### src/verilog/dbp_pkg.sv
// Package for the dual-channel buck PWM control block.
// Holds timing constants and shared types; no registers, all control is on plain ports.
package dbp_pkg;
   localparam int unsigned CLK_HZ          = 10_000_000;
   localparam int unsigned CLK_PERIOD_NS   = 100;
   localparam int unsigned FSW_INT_HZ      = 2_500_000;
   // Internal switching period in clock cycles (longest time rounds down)
   localparam int unsigned PERIOD_CYC      = CLK_HZ / FSW_INT_HZ;
   localparam int unsigned HALF_PERIOD_CYC = PERIOD_CYC / 2;
   localparam int unsigned SS_TIME_US      = 1500;
   localparam int unsigned SS_CYC          = SS_TIME_US * (CLK_HZ / 1_000_000);
   localparam int unsigned OC_FAULT_LIMIT  = 17;
   localparam int unsigned OC_FLAG_LIMIT   = 4;
   localparam int unsigned HICCUP_PERIODS  = 8;
   localparam int unsigned OC_CNT_W        = 5;
   localparam logic [OC_CNT_W-1:0] OC_CNT_ONE = 5'h01;
   localparam logic [OC_CNT_W-1:0] OC_CNT_ZERO = 5'h00;

   typedef enum logic [1:0] {
      DBP_OFF,
      DBP_HIGH,
      DBP_LOW,
      DBP_TRI
   } dbp_phase_t;
endpackage : dbp_pkg

### src/verilog/dbp_channel.sv
// One channel: switch phase and overcurrent counting, hiccup and negative tri-state.
// Assumes comparator inputs are synchronous and the cycle start is a one-clock pulse.
`timescale 1ns/1ps
module dbp_channel
   import dbp_pkg::*;
#(
   parameter int unsigned SS_CYCLES = SS_CYC
) (
   input  wire logic                CLK,
   input  wire logic                RST_N,
   input  wire logic                enable,
   input  wire logic                start,
   input  wire logic                pulse_end,
   input  wire logic                oc_trip,
   input  wire logic                neg_oc,
   input  wire logic                out_regulated,
   input  wire logic                other_fault,
   output logic                     hs_on,
   output logic                     ls_on,
   output logic                     sw_tristate,
   output logic                     oc_flag,
   output logic                     oc_fault,
   output logic                     pg_ok,
   output logic [OC_CNT_W-1:0]      oc_count
);
   dbp_phase_t  phase;
   logic        oc_this;
   logic        oc_seen;
   logic [3:0]  ss_n;
   logic [31:0] ss_cnt;

   // Switch phase
   always_ff @(posedge CLK) begin
      if (!RST_N) begin
         phase <= DBP_OFF;
      end else begin
         case (phase)
            DBP_TRI: begin
               if (out_regulated) begin
                  phase <= DBP_OFF;
               end
            end
            default: begin
               if (!enable || oc_fault) begin
                  phase <= DBP_OFF;
               end else if (neg_oc) begin
                  phase <= DBP_TRI;
               end else if (start) begin
                  phase <= DBP_HIGH;
               end else if (phase == DBP_HIGH && (pulse_end || oc_trip)) begin
                  phase <= DBP_LOW;
               end
            end
         endcase
      end
   end

   // A trip in the last clock of a cycle still belongs to that cycle: oc_seen counts it, while the clear of oc_this wins over its set
   assign oc_seen = oc_this | (phase == DBP_HIGH && oc_trip);

   // Overcurrent counter, one per channel
   always_ff @(posedge CLK) begin
      if (!RST_N) begin
         oc_this  <= 1'b0;
         oc_count <= OC_CNT_ZERO;
         oc_flag  <= 1'b0;
         oc_fault <= 1'b0;
         ss_n     <= 4'h0;
         ss_cnt   <= 32'h0;
      end else if (oc_fault) begin
         if (ss_cnt == SS_CYCLES - 1) begin
            ss_cnt <= 32'h0;
            if (ss_n == 4'(HICCUP_PERIODS - 1)) begin
               oc_fault <= 1'b0;
               oc_count <= OC_CNT_ZERO;
               oc_flag  <= 1'b0;
               ss_n     <= 4'h0;
            end else begin
               ss_n <= ss_n + 4'h1;
            end
         end else begin
            ss_cnt <= ss_cnt + 32'h1;
         end
      end else begin
         if (phase == DBP_HIGH && oc_trip) begin
            oc_this <= 1'b1;
         end
         if (start) begin
            oc_this <= 1'b0;
            if (oc_seen) begin
               if (oc_count == OC_CNT_ZERO) begin
                  oc_count <= OC_CNT_ONE;
                  oc_flag  <= 1'b1;
               end else begin
                  oc_count <= oc_count + OC_CNT_ONE;
               end
               if (oc_count == OC_CNT_W'(OC_FAULT_LIMIT - 1)) begin
                  oc_fault <= 1'b1;
               end
            end else begin
               oc_count <= OC_CNT_ZERO;
               if (oc_count < OC_CNT_W'(OC_FLAG_LIMIT)) begin
                  oc_flag <= 1'b0;
               end
            end
         end
      end
   end

   always_comb begin
      hs_on       = (phase == DBP_HIGH) && !oc_trip && !oc_fault;
      ls_on       = (phase == DBP_LOW) && !oc_fault;
      sw_tristate = (phase == DBP_TRI);
      pg_ok       = !oc_flag && !oc_fault && !other_fault;
   end

   a_oc_limit_fault: assert property (@(posedge CLK) disable iff (!RST_N)
      (start && oc_seen && !oc_fault && oc_count == OC_CNT_W'(OC_FAULT_LIMIT - 1)) |=> oc_fault)
      else $error("fault not entered at limit");
   a_first_oc_one: assert property (@(posedge CLK) disable iff (!RST_N)
      (start && oc_seen && !oc_fault && oc_count == OC_CNT_ZERO) |=> (oc_count == OC_CNT_ONE && oc_flag))
      else $error("first overcurrent not counted");
   a_hs_oc_off: assert property (@(posedge CLK) disable iff (!RST_N)
      oc_trip |-> !hs_on ##1 ($past(start) || !hs_on))
      else $error("high side on during overcurrent");
   a_fault_both_off: assert property (@(posedge CLK) disable iff (!RST_N)
      oc_fault |-> (!hs_on && !ls_on))
      else $error("switch on during hiccup");
   a_hs_ls_excl: assert property (@(posedge CLK) disable iff (!RST_N)
      !(hs_on && ls_on))
      else $error("shoot-through");
   a_pg_fault: assert property (@(posedge CLK) disable iff (!RST_N)
      (oc_fault || other_fault) |-> !pg_ok)
      else $error("output good high in fault");
   a_low_hold: assert property (@(posedge CLK) disable iff (!RST_N)
      (phase == DBP_LOW && !start && enable && !oc_fault && !neg_oc) |=> phase == DBP_LOW)
      else $error("low side dropped early");
   a_neg_tri: assert property (@(posedge CLK) disable iff (!RST_N)
      (neg_oc && enable && !oc_fault && phase != DBP_TRI) |=> sw_tristate)
      else $error("no tri-state on negative limit");
   c_oc_fault: cover property (@(posedge CLK) disable iff (!RST_N) $rose(oc_fault));
   c_hiccup_end: cover property (@(posedge CLK) disable iff (!RST_N) $fell(oc_fault));
   c_tristate: cover property (@(posedge CLK) disable iff (!RST_N) $rose(sw_tristate));
endmodule : dbp_channel

### src/verilog/dbp_timebase.sv
// Timebase: internal oscillator or sync-input falling edges, alternating channels.
// Assumes SYNC_IN is synchronous to CLK and pulses last at least one clock.
`timescale 1ns/1ps
module dbp_timebase
   import dbp_pkg::*;
#(
   parameter int unsigned PERIOD = PERIOD_CYC
) (
   // Clock and reset
   input  wire logic CLK,
   input  wire logic RST_N,
   // Timing input
   input  wire logic sync_in,
   // Cycle starts and forced-PWM status
   output logic      start1,
   output logic      start2,
   output logic      forced_pwm
);
   logic [7:0] cnt;
   logic       sync_d;
   logic       next_ch;
   logic       sync_fall;
   logic       sync_seen;
   logic       sync_mode;

   assign sync_fall = sync_d & ~sync_in;
   // The first falling edge already counts as sync timing, so channel one starts on it
   assign sync_mode = sync_seen | sync_fall;

   always_ff @(posedge CLK) begin
      if (!RST_N) begin
         sync_d <= 1'b0;
      end else begin
         sync_d <= sync_in;
      end
   end

   // Sync mode is held from the first falling edge until a period ends with no edge and SYNC_IN low; a high level alone forces PWM
   always_ff @(posedge CLK) begin
      if (!RST_N) begin
         sync_seen  <= 1'b0;
         forced_pwm <= 1'b0;
      end else begin
         if (sync_fall) begin
            sync_seen <= 1'b1;
         end else if (cnt == 8'(PERIOD - 1) && !sync_in) begin
            sync_seen <= 1'b0;
         end
         if (cnt == 8'h00 || sync_fall) begin
            forced_pwm <= sync_in | sync_mode;
         end
      end
   end

   always_ff @(posedge CLK) begin
      if (!RST_N) begin
         cnt     <= 8'h00;
         next_ch <= 1'b0;
      end else if (sync_fall) begin
         cnt     <= 8'h00;
         next_ch <= ~next_ch;
      end else if (cnt == 8'(PERIOD - 1)) begin
         cnt <= 8'h00;
      end else begin
         cnt <= cnt + 8'h01;
      end
   end

   // Internal mode: ch1 at count 0, ch2 half a period later
   assign start1 = sync_mode ? (sync_fall && !next_ch) : (cnt == 8'h00);
   assign start2 = sync_mode ? (sync_fall && next_ch) : (cnt == 8'(PERIOD / 2));
endmodule : dbp_timebase

### src/verilog/dbp_top.sv
// Top: timebase plus two independent channels. All analog comparators arrive as
// synchronous digital levels; the sync source keeps its own frequency and width.
`timescale 1ns/1ps
module dbp_top
   import dbp_pkg::*;
#(
   parameter int unsigned SS_CYCLES = SS_CYC
) (
   // Clock and reset
   input  wire logic                CLK,
   input  wire logic                RST_N,
   // Timing input
   input  wire logic                SYNC_IN,
   // Channel controls
   input  wire logic [1:0]          ENABLE,
   input  wire logic [1:0]          PULSE_END,
   input  wire logic [1:0]          OC_TRIP,
   input  wire logic [1:0]          NEG_OC,
   input  wire logic [1:0]          OUT_REGULATED,
   input  wire logic                OVER_TEMP,
   input  wire logic                INPUT_UV,
   // Switch drives
   output logic [1:0]               HS_ON,
   output logic [1:0]               LS_ON,
   output logic [1:0]               SWITCH_NODE_TRISTATE,
   // Status
   output logic                     FORCED_PWM,
   output logic [1:0]               OC_FLAG,
   output logic [1:0]               OC_FAULT,
   output logic [1:0]               OUTPUT_GOOD_FLAG,
   output logic [2*OC_CNT_W-1:0]    OC_COUNT
);
   logic [1:0] start;

   // The source must keep to the sync range and width; nothing here checks it
   dbp_timebase #(.PERIOD(PERIOD_CYC)) u_tb (
      .CLK        (CLK),
      .RST_N      (RST_N),
      .sync_in    (SYNC_IN),
      .start1     (start[0]),
      .start2     (start[1]),
      .forced_pwm (FORCED_PWM)
   );

   genvar g;
   generate
      for (g = 0; g < 2; g++) begin : g_ch
         dbp_channel #(.SS_CYCLES(SS_CYCLES)) u_ch (
            .CLK           (CLK),
            .RST_N         (RST_N),
            .enable        (ENABLE[g]),
            .start         (start[g]),
            .pulse_end     (PULSE_END[g]),
            .oc_trip       (OC_TRIP[g]),
            .neg_oc        (NEG_OC[g]),
            .out_regulated (OUT_REGULATED[g]),
            .other_fault   (OVER_TEMP | INPUT_UV),
            .hs_on         (HS_ON[g]),
            .ls_on         (LS_ON[g]),
            .sw_tristate   (SWITCH_NODE_TRISTATE[g]),
            .oc_flag       (OC_FLAG[g]),
            .oc_fault      (OC_FAULT[g]),
            .pg_ok         (OUTPUT_GOOD_FLAG[g]),
            .oc_count      (OC_COUNT[g*OC_CNT_W +: OC_CNT_W])
         );
      end
   endgenerate

   a_start_apart: assert property (@(posedge CLK) disable iff (!RST_N)
      !(start[0] && start[1]))
      else $error("channels started together");
   a_int_half: assert property (@(posedge CLK) disable iff (!RST_N)
      (start[0] && !SYNC_IN && !FORCED_PWM) |-> ##2 (start[1] || SYNC_IN || FORCED_PWM))
      else $error("channel two not half a period later");
   c_sync: cover property (@(posedge CLK) disable iff (!RST_N) $rose(FORCED_PWM));
endmodule : dbp_top
### config.mk
export PLATFORM = sky130hd
export DESIGN_NAME = dbp_top
export DESIGN_NICKNAME = d
export VERILOG_FILES = /design/src/verilog/dbp_pkg.sv /design/src/verilog/dbp_channel.sv /design/src/verilog/dbp_timebase.sv /design/src/verilog/dbp_top.sv
export SDC_FILE = /design/constraint.sdc
export NUM_CORES = 1
export LEC_CHECK = 0
export ABC_AREA = 1
export BUFFER_PORTS_ARGS = -buffer_cell sky130_fd_sc_hd__buf_2
export CORE_UTILIZATION = 50
export DETAILED_ROUTE_END_ITERATION = 10
export PLACE_DENSITY = 0.77
export SYNTH_ARGS = -nofsm -noshare
export SYNTH_HDL_FRONTEND = slang
export SYNTH_SLANG_ARGS = --single-unit
### constraint.sdc
create_clock -name CLK -period 4.2 [get_ports CLK]
set_input_delay 0.63 -clock CLK [delete_from_list [all_inputs] [get_ports CLK]]
set_output_delay 0.63 -clock CLK [all_outputs]
set_load 0.02 [all_outputs]
==> impl_metrics.csv <==
group,metric,value,unit
placed_design,port_buffers,37,
clock_tree,clk-insertion-delay-late,0.36,ns
layout,syn_to_final_growth,8.29,%
worst_hold_path,hold_class,"reg2reg",
synth,syn-num-nets,966,
synth,synth_edf_count,0,
floorplanning,die_w,113,um
timing,period_minus_slack,2.22,ns
clock_tree,cts_root_buf,"clkbuf_16",
detailed_routing,vias,5738,
layout,diodes,0,
floorplanning,die-area,12700,um^2
worst_setup_path,crit_slowest_cell,"nand2_1",
synth,synth_top_flop_cell,"dfxtp_1",
global_routing,grt_max_degree,36,
worst_setup_path,reg2reg_from,"g_ch[0].u_ch.ss_cnt[0]",
worst_setup_path,required,4.45,ns
global_routing,grt.total_usage,22.5,%
global_routing,grt_pass1_wl,23300,um
detailed_routing,viasPerCell,5.16,
floorplanning,die_height,113,um
worst_setup_path,arrival,2.47,ns
timing,final-setup-viol-count,0,
status,status,"finished clean",
global_routing,grt_overflow_total,0,
worst_setup_path,slowest_delay,0.62,ns
synth,yosys-top-cells-area,"dfxtp_1 (34%), nand2_1 (12%), nor2_1 (11%)",
synth,yosysWarnings,0,
detailed_routing,wl_per_cell,12.0,um
layout,regArea,2080,um^2
global_routing,grt_pass1_vias,5153,
clock_tree,cts_made_buffers,9,
layout,fillers,1166,
layout,multi_input_area,3400,um^2
layout,final_nets,986,
worst_hold_path,hold_path_end,"u_tb.next_ch",
clock_tree,cts_setup_buffers,0,
worst_setup_path,crit_fanout,21,
worst_setup_path,r2r_slack,1.98,ns
pwr,peakVddDrop,0.267,mV
synth,synth_top_area_share,34.1,%
synth,avgSynthCellArea,6.50,um^2
clock_tree,tritoncts,"done",
timing,drv_slew,0,
timing,worst_slew_pin_slew,0.772,ns
synth,syn_area,6110,um^2
synth,synth.top_cells.by_count,"nand2_1 (197), nor2_1 (177), inv_1 (115)",
detailed_routing,firstDrtPassIters,5,
worst_hold_path,min_from,"u_tb.next_ch",
synth,synthCells,940,
pwr,power.density,316,nW/um^2
detailed_routing,drt_iter0_markers,522,
clock_tree,ctsResizeCount,0,
worst_setup_path,r2r-end,"g_ch[0].u_ch.ss_cnt[28]",
worst_setup_path,cp-start-kind,"flop",
timing,tns,0,ns
pwr,p_leak,2.78,nW
detailed_routing,drtAntennaViolNets,0,
placed_design,gp_congestion,0.873,
placed_design,dp_hpwl,9760,um
worst_hold_path,hold_depth,2,
floorplanning,start_util,51.1,%
floorplanning,core_region_area,12000,um^2
clock_tree,clkTransAtPathRegs,0.07,ns
clock_tree,htree_levels,3,
worst_setup_path,reg2regPathDepth,11,
synth,synth_most_common_cell,"nand2_1",
pwr,finalPower,0.00209,W
job,max_cap_viol_count,0,
clock_tree,postCtsHoldBufs,0,
worst_setup_path,end_kind,"flop",
timing,clock_skew,0.00841,ns
timing,max_freq,450,MHz
floorplanning,row_count,40,
clock_tree,ctsLongestPathBuffers,2,
timing,finalHoldViolations,0,
global_routing,antenna_found_initial,0,
detailed_routing,routed_wirelength,13300,um
placed_design,pre_cts_ws,2.01,ns
worst_setup_path,cp_cell_sequence,"ha_1 > inv_1 > nor2_1 > nand2_1 > nor2_1 > nand2_1 > nor2_1 > nand2_1 > nand2_1 > o21bai_1 > nor2_1",
layout,drive_gt1_share,9.53,%
floorplanning,ios,38,
timing,fin_ws,1.98,ns
detailed_routing,drcViolationCount,0,
synth,ys_types,47,
synth,yosys.area.top_type,"dfxtp_1",
synth,yosysSeqAreaShare,34.1,%
timing,slew_headroom,48.4,%
worst_setup_path,path_class,"reg2reg",
timing,fin_crit_sh,52.9,%
synth,synthArstFlopShare,0,%
clock_tree,cts_sinks,104,
synth,ys_ff_latch,104,
timing,grt_setup_unrepaired,"false",
## how the worst max path moves through the flow
stage	startpoint	to	depth (start not counted)
after floorplan	INPUT_UV	OUTPUT_GOOD_FLAG[1]	3
after global placement	g_ch[0].u_ch.ss_cnt[0]	g_ch[0].u_ch.ss_cnt[28]	11
after detailed placement	g_ch[0].u_ch.ss_cnt[0]	g_ch[0].u_ch.ss_cnt[28]	11
after CTS	g_ch[0].u_ch.ss_cnt[0]	g_ch[0].u_ch.ss_cnt[28]	11
after global routing	g_ch[0].u_ch.ss_cnt[0]	g_ch[0].u_ch.ss_cnt[28]	11
final	g_ch[0].u_ch.ss_cnt[0]	g_ch[0].u_ch.ss_cnt[28]	11
## critical path, delay by kind of cell, from the launching register on
kind / cells / cell delay [ns]
compound gates: 1 / 0.21
fa+ha+maj: 1 / 0.20
buf+inv: 1 / 0.07
flops: 1 / 0.37
simple gates: 8 / 1.24
## through the flow
stage               instances  hold slack, ns  util (%)  cell area [um^2]
finish                   1112           0.472      55.3              6620
global route             1112           0.483      55.3              6620
CTS                      1112           0.473      55.3              6620
detailed placement       1096           0.458      52.8              6310
global placement         1096           0.443      52.8              6310
floorplan                 940           0.430         -              6110
## registers in the layout, indices dropped and copies added, names as in the netlist
register and cells:
u_tb.forced_pwm 1, g_ch.u_ch.phase 4, g_ch.u_ch.oc_count 10, g_ch.u_ch.oc_fault 2, u_tb.cnt 8, u_tb.next_ch 1, u_tb.sync_d 1, g_ch.u_ch.oc_this 2
g_ch.u_ch.oc_flag 2, u_tb.sync_seen 1, g_ch.u_ch.ss_cnt 64, g_ch.u_ch.ss_n 8
## cells by family (layout without fill, tap and decap cells)
family	count (synthesis)	count (layout)	synth area share [%]
compound gates	99	99	9.17
fa+ha+maj	11	11	2.25
flops	104	104	34.1
buf+inv	150	175	10.3
xor+xnor	22	22	3.15
simple gates	554	554	41.0
## power by group
| part | switching (W) | internal, W | total [W] |
|---|---|---|---|
| Clock | 0.000387 | 0.000485 | 0.000872 |
| Sequential | 0.0000243 | 0.00101 | 0.00103 |
| Combinational | 0.000124 | 0.0000632 | 0.000187 |
## layer usage
metal,up-vias,track usage [%],wire length (um)
li1,3055,-,-
met1,2559,29.8,6490
met2,109,36.7,6170
met3,15,5.08,524
met4,0,5.96,157
met5,-,0,0
## cell usage in the layout (no fill, tap or decap), types with 3 or more instances in the layout
master | netlist | routed
a211oi_1 | 4 | 4
nand2_4 | 3 | 3
and3_1 | 4 | 4
xnor2_1 | 5 | 5
a31oi_1 | 3 | 3
nor2_4 | 5 | 5
inv_1 | 115 | 115
buf_2 | 6 | 37
nand2_1 | 197 | 197
nor2_1 | 177 | 177
nor3_1 | 49 | 49
inv_2 | 5 | 5
or2_2 | 6 | 6
nand4_1 | 16 | 16
nand3_1 | 64 | 64
dfxtp_1 | 104 | 104
nor2_2 | 6 | 6
ha_1 | 11 | 11
clkbuf_16 | 0 | 9
a21oi_1 | 46 | 46
nor3b_1 | 11 | 11
nor4_1 | 3 | 3
o21ai_0 | 28 | 28
nand2_2 | 4 | 4
xor2_1 | 17 | 17
o21bai_1 | 4 | 4
## final cells by class
cell class	count	area share, %
repair buffers	38	2.91
well taps	147	2.78
inverters	121	6.86
flip-flops and latches	104	31.5
clock inverters	5	0.964
multi-input cells	686	51.4
clock buffers	11	3.67
Power figures use the tool's default switching activity.
